[src/include/jids_defines.svh]
`ifndef JIDS_DEFINES_SVH
`define JIDS_DEFINES_SVH
// Instruction register width and codes of the test port.
`define JIDS_IR_W 5
`define JIDS_IR_CACHE_LOAD 5'h07
`define JIDS_IR_DBG_CTRL_SEL 5'h09
`define JIDS_IR_TX_READ 5'h10
`define JIDS_IR_HOST_WRITE 5'h02
`define JIDS_IR_RESET_VAL 5'h1e
// Shift register lengths.
`define JIDS_PKT_W 33
`define JIDS_DSR_W 36
// Cache function codes in bits 2:0 of a packet.
`define JIDS_FN_INV_LINE 3'h0
`define JIDS_FN_INV_MINI 3'h1
`define JIDS_FN_LOAD_MAIN 3'h2
`define JIDS_FN_LOAD_MINI 3'h3
`define JIDS_LINE_WORDS 4'h8
// Bit positions.
`define JIDS_DSR_TX_BIT 0
`define JIDS_DSR_HOLD_BIT 1
`define JIDS_DSR_HALT_BIT 2
`define JIDS_DSR_DONE_BIT 35
`define JIDS_XFER_BUSY_BIT 31
// APB map.
`define JIDS_A_CTRL 12'h000
`define JIDS_A_STATUS 12'h004
`define JIDS_A_TX 12'h008
`define JIDS_A_RX 12'h00c
`define JIDS_A_XFER 12'h010
`define JIDS_A_CMD 12'h014
`define JIDS_A_ADDR 12'h018
`define JIDS_A_DATA 12'h01c
`define JIDS_CTRL_RESET 32'h0000_0000
`endif

[src/include/jids_pkg.sv]
package jids_pkg;
	typedef enum logic [2:0] {
		JIDS_IDLE = 3'b000,
		JIDS_ADDR = 3'b001,
		JIDS_DATA = 3'b010
	} jids_ldst_t;
	typedef enum logic [3:0] {
		JIDS_TLR = 4'h0, JIDS_RTI = 4'h1, JIDS_SDR = 4'h2, JIDS_C1D = 4'h3,
		JIDS_SHD = 4'h4, JIDS_E1D = 4'h5, JIDS_PD = 4'h6, JIDS_E2D = 4'h7,
		JIDS_UDR = 4'h8, JIDS_SIR = 4'h9, JIDS_C1I = 4'ha, JIDS_SHI = 4'hb,
		JIDS_E1I = 4'hc, JIDS_PI = 4'hd, JIDS_E2I = 4'he, JIDS_UIR = 4'hf
	} jids_tap_t;
endpackage : jids_pkg

[src/hw/jids_sequencer.sv]
// The register offsets and register access over APB are this design's own decisions.
`timescale 1ns/100ps
`include "jids_defines.svh"
module jids_sequencer (
	// Bus and clock.
	input wire logic pclk,
	input wire logic presetn,
	input wire logic psel,
	input wire logic penable,
	input wire logic pwrite,
	input wire logic [11:0] paddr,
	input wire logic [31:0] pwdata,
	output logic [31:0] prdata,
	output logic pready,
	output logic pslverr,
	// Test port pins.
	input wire logic tck,
	input wire logic tms,
	input wire logic tdi,
	input wire logic trst_n,
	output logic tdo,
	output logic tdo_oe,
	// Processor side.
	input wire logic reset_pin_n,
	input wire logic fetch_pending,
	output logic core_reset,
	output logic inval_main,
	output logic inval_mini,
	output logic cache_wr,
	output logic cache_wr_mini,
	output logic [26:0] cache_line,
	output logic [2:0] cache_word,
	output logic [31:0] cache_wdata,
	output logic fetch_block
);
	// Synchronisers for pins.
	logic [1:0] tck_s, tms_s, tdi_s, trst_s, rst_s;
	logic tck_d;
	always_ff @(posedge pclk or negedge presetn) begin
		if (!presetn) begin
			tck_s <= 2'h0;
			tms_s <= 2'h0;
			tdi_s <= 2'h0;
			// Active-low pins idle high, so no false reset follows the release of presetn.
			trst_s <= 2'h3;
			rst_s <= 2'h3;
			tck_d <= 1'b0;
		end else begin
			tck_s <= {tck_s[0], tck};
			tms_s <= {tms_s[0], tms};
			tdi_s <= {tdi_s[0], tdi};
			trst_s <= {trst_s[0], trst_n};
			rst_s <= {rst_s[0], reset_pin_n};
			tck_d <= tck_s[1];
		end
	end
	wire tck_rise = tck_s[1] & ~tck_d;
	wire tck_fall = ~tck_s[1] & tck_d;
	wire test_reset = ~trst_s[1];
	wire pin_reset = ~rst_s[1];

	// Test access state machine.
	jids_pkg::jids_tap_t tap, next_tap;
	always_comb begin
		case (tap)
			jids_pkg::JIDS_TLR: next_tap = tms_s[1] ? jids_pkg::JIDS_TLR : jids_pkg::JIDS_RTI;
			jids_pkg::JIDS_RTI: next_tap = tms_s[1] ? jids_pkg::JIDS_SDR : jids_pkg::JIDS_RTI;
			jids_pkg::JIDS_SDR: next_tap = tms_s[1] ? jids_pkg::JIDS_SIR : jids_pkg::JIDS_C1D;
			jids_pkg::JIDS_C1D: next_tap = tms_s[1] ? jids_pkg::JIDS_E1D : jids_pkg::JIDS_SHD;
			jids_pkg::JIDS_SHD: next_tap = tms_s[1] ? jids_pkg::JIDS_E1D : jids_pkg::JIDS_SHD;
			jids_pkg::JIDS_E1D: next_tap = tms_s[1] ? jids_pkg::JIDS_UDR : jids_pkg::JIDS_PD;
			jids_pkg::JIDS_PD: next_tap = tms_s[1] ? jids_pkg::JIDS_E2D : jids_pkg::JIDS_PD;
			jids_pkg::JIDS_E2D: next_tap = tms_s[1] ? jids_pkg::JIDS_UDR : jids_pkg::JIDS_SHD;
			jids_pkg::JIDS_UDR: next_tap = tms_s[1] ? jids_pkg::JIDS_SDR : jids_pkg::JIDS_RTI;
			jids_pkg::JIDS_SIR: next_tap = tms_s[1] ? jids_pkg::JIDS_TLR : jids_pkg::JIDS_C1I;
			jids_pkg::JIDS_C1I: next_tap = tms_s[1] ? jids_pkg::JIDS_E1I : jids_pkg::JIDS_SHI;
			jids_pkg::JIDS_SHI: next_tap = tms_s[1] ? jids_pkg::JIDS_E1I : jids_pkg::JIDS_SHI;
			jids_pkg::JIDS_E1I: next_tap = tms_s[1] ? jids_pkg::JIDS_UIR : jids_pkg::JIDS_PI;
			jids_pkg::JIDS_PI: next_tap = tms_s[1] ? jids_pkg::JIDS_E2I : jids_pkg::JIDS_PI;
			jids_pkg::JIDS_E2I: next_tap = tms_s[1] ? jids_pkg::JIDS_UIR : jids_pkg::JIDS_SHI;
			jids_pkg::JIDS_UIR: next_tap = tms_s[1] ? jids_pkg::JIDS_SDR : jids_pkg::JIDS_RTI;
			default: next_tap = jids_pkg::JIDS_TLR;
		endcase
	end
	always_ff @(posedge pclk or negedge presetn) begin
		if (!presetn)
			tap <= jids_pkg::JIDS_TLR;
		else if (test_reset)
			tap <= jids_pkg::JIDS_TLR;
		else if (tck_rise)
			tap <= next_tap;
	end
	wire upd_dr = tck_rise && tap == jids_pkg::JIDS_UDR;
	wire cap_dr = tck_rise && tap == jids_pkg::JIDS_C1D;

	// Instruction register.
	logic [`JIDS_IR_W-1:0] ir_sh, ir;
	always_ff @(posedge pclk or negedge presetn) begin
		if (!presetn) begin
			ir_sh <= `JIDS_IR_RESET_VAL;
			ir <= `JIDS_IR_RESET_VAL;
		end else if (test_reset || (tck_rise && tap == jids_pkg::JIDS_TLR)) begin
			ir <= `JIDS_IR_RESET_VAL;
		end else if (tck_rise) begin
			if (tap == jids_pkg::JIDS_C1I)
				ir_sh <= 5'h01;
			else if (tap == jids_pkg::JIDS_SHI)
				ir_sh <= {tdi_s[1], ir_sh[`JIDS_IR_W-1:1]};
			else if (tap == jids_pkg::JIDS_UIR)
				ir <= ir_sh;
		end
	end
	wire in_load = ir == `JIDS_IR_CACHE_LOAD;

	// Handshake flags and data shift register.
	logic [`JIDS_DSR_W-1:0] dsr;
	logic halt_mode, hold_reset, tx_ready, rx_ready, xfer_busy;
	logic [31:0] tx_data, rx_data;
	wire wr_en = psel && penable && pwrite;
	wire rd_en = psel && penable && !pwrite;
	wire wr_tx = wr_en && paddr == `JIDS_A_TX;
	wire rd_rx = rd_en && paddr == `JIDS_A_RX;
	wire host_done = upd_dr && ir == `JIDS_IR_HOST_WRITE && dsr[`JIDS_DSR_DONE_BIT];
	wire tx_taken = cap_dr && ir == `JIDS_IR_TX_READ && tx_ready;

	always_ff @(posedge pclk or negedge presetn) begin
		if (!presetn)
			dsr <= '0;
		else if (cap_dr)
			dsr <= (ir == `JIDS_IR_TX_READ) ? {1'b0, tx_data, 2'h0, tx_ready}
				: {33'h0, halt_mode, hold_reset, 1'b0};
		else if (tck_rise && tap == jids_pkg::JIDS_SHD)
			dsr <= {tdi_s[1], dsr[`JIDS_DSR_W-1:1]};
	end
	wire [`JIDS_PKT_W-1:0] pkt = dsr[`JIDS_DSR_W-1 -: `JIDS_PKT_W];

	always_ff @(posedge pclk or negedge presetn) begin
		if (!presetn) begin
			halt_mode <= 1'b0;
			hold_reset <= 1'b0;
		end else if (test_reset) begin
			halt_mode <= 1'b0;
			hold_reset <= 1'b0;
		end else if (upd_dr && ir == `JIDS_IR_DBG_CTRL_SEL) begin
			hold_reset <= dsr[`JIDS_DSR_HOLD_BIT];
			halt_mode <= dsr[`JIDS_DSR_HALT_BIT];
		end
	end

	always_ff @(posedge pclk or negedge presetn) begin
		if (!presetn) begin
			tx_ready <= 1'b0;
			tx_data <= 32'h0;
		end else if (wr_tx) begin
			tx_ready <= 1'b1;
			tx_data <= pwdata;
		end else if (tx_taken) begin
			tx_ready <= 1'b0;
		end
	end

	always_ff @(posedge pclk or negedge presetn) begin
		if (!presetn) begin
			rx_ready <= 1'b0;
			rx_data <= 32'h0;
		end else if (host_done) begin
			rx_ready <= 1'b1;
			rx_data <= dsr[34:3];
		end else if (rd_rx) begin
			rx_ready <= 1'b0;
		end
	end

	// Busy is raised when the handler signals readiness; the host's done scan clears it.
	always_ff @(posedge pclk or negedge presetn) begin
		if (!presetn)
			xfer_busy <= 1'b0;
		else if (host_done)
			xfer_busy <= 1'b0;
		else if (wr_tx)
			xfer_busy <= 1'b1;
	end

	// Packet sequencer for cache functions.
	jids_pkg::jids_ldst_t ld;
	logic [3:0] words_left;
	logic to_mini;
	always_ff @(posedge pclk or negedge presetn) begin
		if (!presetn) begin
			ld <= jids_pkg::JIDS_IDLE;
			words_left <= 4'h0;
			to_mini <= 1'b0;
			cache_line <= 27'h0;
			cache_word <= 3'h0;
			cache_wdata <= 32'h0;
			cache_wr <= 1'b0;
			cache_wr_mini <= 1'b0;
		end else begin
			cache_wr <= 1'b0;
			cache_wr_mini <= 1'b0;
			if (!in_load) begin
				ld <= jids_pkg::JIDS_IDLE;
			end else if (upd_dr) begin
				case (ld)
					jids_pkg::JIDS_IDLE, jids_pkg::JIDS_ADDR: begin
						cache_line <= pkt[32:6];
						cache_word <= 3'h0;
						to_mini <= pkt[2:0] == `JIDS_FN_LOAD_MINI;
						if (pkt[2:0] == `JIDS_FN_LOAD_MAIN || pkt[2:0] == `JIDS_FN_LOAD_MINI) begin
							ld <= jids_pkg::JIDS_DATA;
							words_left <= `JIDS_LINE_WORDS;
						end else begin
							ld <= jids_pkg::JIDS_ADDR;
						end
					end
					jids_pkg::JIDS_DATA: begin
						cache_wdata <= pkt[31:0];
						cache_wr <= ~to_mini;
						cache_wr_mini <= to_mini;
						words_left <= words_left - 4'h1;
						if (words_left == 4'h1)
							ld <= jids_pkg::JIDS_ADDR;
					end
					default: ld <= jids_pkg::JIDS_IDLE;
				endcase
			end else if (cache_wr || cache_wr_mini) begin
				cache_word <= cache_word + 3'h1;
			end
		end
	end

	// Invalidation and internal reset.
	wire inv_line_cmd = in_load && upd_dr && ld != jids_pkg::JIDS_DATA
		&& pkt[2:0] == `JIDS_FN_INV_LINE;
	wire inv_mini_cmd = in_load && upd_dr && ld != jids_pkg::JIDS_DATA
		&& pkt[2:0] == `JIDS_FN_INV_MINI;
	// Load mode shields both caches from a pin reset; a test reset clears it at once.
	wire reset_inval = pin_reset && (test_reset || !in_load);
	always_ff @(posedge pclk or negedge presetn) begin
		if (!presetn) begin
			inval_main <= 1'b0;
			inval_mini <= 1'b0;
			core_reset <= 1'b1;
		end else begin
			inval_main <= reset_inval || inv_line_cmd;
			inval_mini <= (reset_inval && (test_reset || !halt_mode))
				|| inv_mini_cmd;
			core_reset <= pin_reset || hold_reset;
		end
	end

	// Fetch blocking: fetches are held while a transfer is busy, during a download, and while fetches are pending.
	always_ff @(posedge pclk or negedge presetn) begin
		if (!presetn)
			fetch_block <= 1'b0;
		else
			fetch_block <= xfer_busy || in_load || fetch_pending;
	end

	// Serial output on the falling test clock edge.
	always_ff @(posedge pclk or negedge presetn) begin
		if (!presetn) begin
			tdo <= 1'b0;
			tdo_oe <= 1'b0;
		end else if (tck_fall) begin
			tdo <= (tap == jids_pkg::JIDS_SHI) ? ir_sh[0] : dsr[0];
			tdo_oe <= tap == jids_pkg::JIDS_SHD || tap == jids_pkg::JIDS_SHI;
		end
	end

	// APB slave, zero wait states.
	always_ff @(posedge pclk or negedge presetn) begin
		if (!presetn) begin
			prdata <= 32'h0;
			pready <= 1'b0;
			pslverr <= 1'b0;
		end else begin
			pready <= psel && !penable;
			pslverr <= 1'b0;
			if (psel && !penable) begin
				case (paddr)
					`JIDS_A_STATUS: prdata <= {28'h0, core_reset, halt_mode, rx_ready, tx_ready};
					`JIDS_A_RX: prdata <= rx_data;
					`JIDS_A_XFER: prdata <= {xfer_busy, 31'h0};
					`JIDS_A_TX: prdata <= tx_data;
					default: begin
						prdata <= 32'h0;
						pslverr <= 1'b1;
					end
				endcase
			end
		end
	end

	hold_a: assert property (@(posedge pclk) disable iff (!presetn)
		hold_reset |=> core_reset) else $error("internal reset dropped while held");
	tx_flag_a: assert property (@(posedge pclk) disable iff (!presetn)
		wr_tx |=> tx_ready) else $error("transmit flag not set");
	rx_flag_a: assert property (@(posedge pclk) disable iff (!presetn)
		host_done |=> rx_ready && !xfer_busy) else $error("done scan not seen");
	trst_halt_a: assert property (@(posedge pclk) disable iff (!presetn)
		test_reset |=> !halt_mode) else $error("halt mode survives test reset");
	mini_keep_a: assert property (@(posedge pclk) disable iff (!presetn)
		pin_reset && halt_mode && !test_reset && !inv_mini_cmd |=> !inval_mini)
		else $error("mini cache invalidated in halt mode");
	inval_a: assert property (@(posedge pclk) disable iff (!presetn)
		pin_reset && !halt_mode && !in_load |=> inval_main && inval_mini)
		else $error("caches kept through reset");
	dual_reset_a: assert property (@(posedge pclk) disable iff (!presetn)
		pin_reset && test_reset |=> inval_main && inval_mini)
		else $error("caches kept through pin and test reset");
	hold_scan_a: assert property (@(posedge pclk) disable iff (!presetn)
		upd_dr && ir == `JIDS_IR_DBG_CTRL_SEL && !test_reset
		|=> hold_reset == $past(dsr[`JIDS_DSR_HOLD_BIT]))
		else $error("reset hold does not follow the scanned bit");
	fetch_a: assert property (@(posedge pclk) disable iff (!presetn)
		in_load |=> fetch_block) else $error("fetches allowed during download");
	drain_a: assert property (@(posedge pclk) disable iff (!presetn)
		fetch_pending |=> fetch_block) else $error("fetches not held while others drain");
	busy_a: assert property (@(posedge pclk) disable iff (!presetn)
		wr_tx && !host_done |=> xfer_busy) else $error("busy bit not raised");
	c_load: cover property (@(posedge pclk) cache_wr);
	c_mini: cover property (@(posedge pclk) cache_wr_mini);
	c_done: cover property (@(posedge pclk) host_done);
	c_warm: cover property (@(posedge pclk) pin_reset && halt_mode && !test_reset);
	c_inval: cover property (@(posedge pclk) inv_line_cmd);
endmodule : jids_sequencer

[config.mk]
export PLATFORM = sky130hd
export DESIGN_NAME = jids_sequencer
export DESIGN_NICKNAME = d
export VERILOG_FILES = /design/src/include/jids_pkg.sv /design/src/hw/jids_sequencer.sv
export VERILOG_INCLUDE_DIRS = /design/src /design/src/include
export SDC_FILE = /design/constraint.sdc
export NUM_CORES = 1
export LEC_CHECK = 0
export BUFFER_PORTS_ARGS = -buffer_cell sky130_fd_sc_hd__buf_4
export CAP_MARGIN = 20
export CORE_UTILIZATION = 38
export DETAILED_ROUTE_END_ITERATION = 8
export HOLD_SLACK_MARGIN = 0.03
export PLACE_DENSITY = 0.64
export SKIP_LAST_GASP = 1
export SYNTH_ARGS = -nofsm -noshare
export SYNTH_HDL_FRONTEND = slang
export SYNTH_SLANG_ARGS = --single-unit
export TNS_END_PERCENT = 30
[constraint.sdc]
create_clock -name pclk -period 2.4 [get_ports pclk]
set_input_delay 0.36 -clock pclk [delete_from_list [all_inputs] [get_ports pclk]]
set_output_delay 0.36 -clock pclk [all_outputs]
set_load 0.05 [all_outputs]
; Word-level counts from Yosys, hierarchy flattened
; Cells that the tools add are included.
[word_totals]
ff_bits = 242
in_bits = 55
out_inout_bits = 104
wordCells = 197
[classes]
add_sub_neg = 2
eq_ne = 38
muxes = 55
bitwise = 8
reduce_logical = 60
[ops]
columns = operator, count
row1 = one-hot mux 32 bit (4 select lines), 1
row2 = 2-to-1 mux 36 bit, 2
row3 = one-hot mux 4 bit (12 select lines), 1
row4 = 2-to-1 mux 35 bit, 1
row5 = 2-to-1 mux 5 bit, 7
row6 = "== test 4 bit, second input constant", 8
row7 = 2-to-1 mux 4 bit, 7
row8 = "== test 12 x 4 -> 1 bit, second input constant", 2
row9 = 2-to-1 mux 3 bit, 8
row10 = 2-to-1 mux 1 bit, 22
row11 = logical AND 1 bit, 21
row12 = nonzero test 2 bit, 9
row13 = "== test 4 x 3 -> 1 bit, second input constant", 4
row14 = "== test 12 x 3 -> 1 bit, second input constant", 1
row15 = "== test 12 x 5 -> 1 bit, second input constant", 1
row16 = AND reduction 3 bit, 4
row17 = logical OR 1 bit, 11
row18 = "== test 3 x 2 -> 1 bit, second input constant", 3
row19 = "== test 4 x 1 -> 1 bit, second input constant", 2
row20 = "== test 4 x 2 -> 1 bit, second input constant", 2
row21 = 2-to-1 mux 2 bit, 4
row22 = "inequality test 2 bit, second input constant", 4
row23 = one-hot mux 4 bit (2 select lines), 1
row24 = AND reduction 4 bit, 2
row25 = 20 further kinds, 35

; Depth between registers and ports, before layout
[depth]
word_depth = 7
ltp_mapped = 6

; Worst setup path before layout
; No wires, ideal clock.
[synth_path]
path_type = register to register
from = reg ir[4]
to = reg tx_ready
setup_ns = 0.118
arrival_ns = 2.057
required_ns = 2.282
path_slack_ns = 0.225
stages_incl_launch_ff = 7
n_path_buf = 2
synth_period_minus_slack_ns = 2.175
cell_sequence = dfstp_2 -> buf_4 -> or4b_2 -> nor4_4 -> buf_6 -> inv_1 -> a21o_1
[synth_via]
elab_chain_len = 4
[synth_lines]
columns = element, line
row1 = from (decl), jids_sequencer.sv:97  ; logic [`JIDS_IR_W-1:0] ir_sh, ir;
row2 = from (signal assigned), jids_sequencer.sv:101  ; ir <= `JIDS_IR_RESET_VAL;
row3 = from (signal assigned), jids_sequencer.sv:103  ; ir <= `JIDS_IR_RESET_VAL;
row4 = from (signal assigned), jids_sequencer.sv:110  ; ir <= ir_sh;
row5 = == test 5 bit (no source line), --
row6 = logical AND 1 bit (no source line), --
row7 = logical AND 1 bit, jids_sequencer.sv:124  ; wire tx_taken = cap_dr && ir == `JIDS_IR_TX_READ && tx_ready;
row8 = nonzero test 2 bit (no source line), --
row9 = to (signal assigned), jids_sequencer.sv:152  ; tx_ready <= 1'b0;
row10 = to (signal assigned), jids_sequencer.sv:155  ; tx_ready <= 1'b1;
row11 = to (signal assigned), jids_sequencer.sv:158  ; tx_ready <= 1'b0;
row12 = to (decl), jids_sequencer.sv:117  ; logic halt_mode, hold_reset, tx_ready, rx_ready, xfer_busy;
; No other way between the ends.
; A chain may end at the register's enable or synchronous reset.

; Worst setup path after layout
[layout_path]
from = reg ir[4]
to = reg dsr[10]
[layout_via]
elab_chain_len = 3
[layout_lines]
columns = element, line
row1 = == test 5 bit (no source line), --
row2 = 2-to-1 mux 35 bit, jids_sequencer.sv:130  ; dsr <= (ir == `JIDS_IR_TX_READ) ? {1'b0, tx_data, 2'h0, tx_ready}
row3 = 2-to-1 mux 36 bit, jids_sequencer.sv:129  ; else if (cap_dr)
row4 = to (signal assigned), jids_sequencer.sv:130
row5 = to (signal assigned), jids_sequencer.sv:133  ; dsr <= {tdi_s[1], dsr[`JIDS_DSR_W-1:1]};
row6 = to (decl), jids_sequencer.sv:116  ; logic [`JIDS_DSR_W-1:0] dsr;
; No other way between the ends.

==> results.md <==
- TritonCTS clock tree: built
- Iteration-0 DRC Markers: 415
- Chip height: 166 µm
- Worst vdd ir: 0.466 mV
- Largest cells by area after synthesis: dfrtp_1, mux2_2, dfstp_2, mux2i_1, a22oi_1
- I/O Pins: 159
- Unrepaired setup endpoints after global routing: false
- Setup tns final: 0 ns
- Placement Setup Slack: 0.183 ns
- Async SR Flop Fraction: 100%
- Worst-path maximum fanout: 18
- Seq/Total Area, Yosys: 59.0%
- Count leader, synth: dfrtp_1
- Clock Skew: 0.0184 ns
- Pins Over Slew Limit: 0
- Slew HR: 56.2%
- CP Class: reg -> reg
- Port bufs: 158
- Max-cap viol count: 0
- PnR worst setup slack: 0.151 ns
- Worst-skew pair later-pin latency: 0.53 ns
- TritonRoute pass-1 iters: 7
- Mapped Nets: 885
- Largest net degree at the start of global routing: 83
- Number of buffers created by CTS: 27
- Fin util: 49.2%
- GPL Wtd Cong: 0.786
- Final WL: 25,000 µm
- Total power: 8.98 mW
- Rows: 59
- Status: finished with violations
- Final period utilization: 93.7%
- DR WL/cell: 18.4 µm
- Netlist Area Pre-Place: 10,200 µm²
- H-Tree Depth: 1
- Most frequent cells after synthesis: dfrtp_1, mux2_2, nand2_1, nor2_1, a21oi_1
- Main flop type after synthesis: dfrtp_1
- Min-Delay Path Class: in -> reg
- Area of the core: 26,300 µm²
- Crit path DAT: 2.68 ns
- Worst hold margin: 0.0567 ns
- First-pass GRT wire length: 40,800 µm
- Worst path cell trace: or4b_2, nor4_4, buf_4, a22oi_1, a21oi_1
- Cell Pwr Density: 695 nW/µm²
- Cell family with most CP delay: simple AND/OR/NAND/NOR gates
- Layout cells sized above 1: 37.7%
- Via-per-instance ratio: 5.19
- Setup Buffers After CTS: 0
- Number of global-route vias before repair: 7,149
- EDFF count, synth: 0
- Max Fclk: 445 MHz
- Worst slew pin tran: 0.657 ns
- Final hold viol count: 0
- Finish-stage setup viols: 0
- DIE AREA: 27,600 µm²
- Diodes inserted: 0
- Yosys cell types: 62
- Synth Area per Inst: 12.4 µm²
- Total global-route track usage: 18.4%
- Final min period: 2.25 ns
- Top cell type's share of synthesized area: 55.7%
- P&R area growth vs syn: 26.1%
- Vias: 7,032
- Post-CTS Resized: 0
- Reported leakage power: 6.24 nW
- Req. time, crit path: 2.84 ns
- Die width: 166 µm
- Clock root cell: clkbuf_16
- Bufs and invs on worst path: 1
- Synth warnings: 0
- Slowest stage delay, CP: 0.66 ns
- Fin nets: 1,059
- Cell count after synthesis: 827
- Hpwl dp: 16,900 µm
- Initial antenna violation count: 0
- Critical Path Source Type: flop
- Initial core utilization: 39.0%
- Grt total ovfl: 0
- Residual DRC: 9
- CP max-delay cell: or4b_2
- Yosys reg bits: 241
- Critical path capture point type: flop
- Synth area leader: dfrtp_1
- CTS Buffer Depth: 3
- CTS sink cnt: 241
- Post-route ant nets: 0
- Failing checks: DRC
- CTS clk-pin slew, worst paths: 0.06 ns
[state kept, by name, indices dropped and copies added, names as in the netlist, 3 cells and up]
signal and flops:
rx_data 32, prdata 32, cache_line 27, tap 4, cache_wdata 32, tx_data 32, dsr 36, words_left 4
cache_word 3, ir 5, ir_sh 5
[power by group]
group | leakage, nW | internal (mW) | switching (mW)
clock network | 0.466 | 2.75 | 1.64
logic | 2.49 | 0.160 | 0.228
registers | 3.29 | 4.12 | 0.0724
total | 6.24 | 7.03 | 1.94
[metrics by stage]
| step | instances | cell area [µm²] |
|---|---|---|
| after global routing | 1355 | 12900 |
| after floorplan | 827 | 10200 |
| final | 1355 | 12900 |
| after CTS | 1355 | 12900 |
| after global placement | 1301 | 11900 |
| after detailed placement | 1301 | 11900 |
[cell type report]
cell class                      instances  area [µm²]
Clock buffer                           37         763
Timing Repair Buffer                  197        1590
Multi-Input combinational cell        523        3870
Tap cell                              335         419
Inverter                               11        41.3
Clock inverter                         11         186
Fill cell                            2419       13400
Sequential cell                       241        6050
[routing by layer]
layer	routed length, µm	vias up	track usage, %
met2	11700	141	29.6
met1	11400	3555	25.4
met3	1480	30	4.08
met4	348	0	4.27
met5	0	-	0
li1	-	3306	-
[cells by family (layout without fill, tap and decap cells)]
kind of cell,Yosys count,in the layout,synth area share (%)
compound gates,166,166,9.92
fa+ha+maj,3,3,0.366
simple gates,193,193,10.1
xor+xnor,2,2,0.171
flops,241,241,59.0
buf+inv,63,256,3.33
mux,159,159,17.1
[placed cells by master (no fill, tap or decap), types with 4 or more instances in the layout]
cell type,count
a21oi_1,51
a22oi_1,38
a31oi_1,4
buf_12,7
buf_4,183
bufinv_16,5
clkbuf_1,5
clkbuf_16,27
clkbuf_8,5
clkinv_2,4
dfrtp_1,228
dfstp_2,13
dlygate4sd3_1,6
inv_1,11
mux2_1,5
mux2_2,123
mux2i_1,31
nand2_1,59
nand2b_1,5
nand3_1,15
nand3b_1,4
nand4_1,6
nor2_1,54
nor2b_1,6
nor3_1,8
nor3b_1,4
nor4_1,4
nor4b_1,4
o21ai_0,47
o31ai_1,4
[final timing paths]
kind / startpoint / endpoint / slack (ns) / cells after the start
min in group asynchronous: presetn / cache_line[23] / 0.40 / 2
worst min register to register: tdi_s[0] / tdi_s[1] / 0.35 / 0
worst max register to register: ir[4] / dsr[10] / 0.15 / 5
worst min-delay path: fetch_pending / fetch_block / 0.06 / 2
max in group asynchronous: presetn / cache_line[9] / 1.17 / 3
worst max-delay path: ir[4] / dsr[10] / 0.15 / 5
[repair_timing]
item                                    4_1_cts  5_1_grt
endpoints found under the setup margin        0        0
hold buffers                                  6        0
endpoints found under the hold margin        67        0
(Power assumes the default switching activity.)
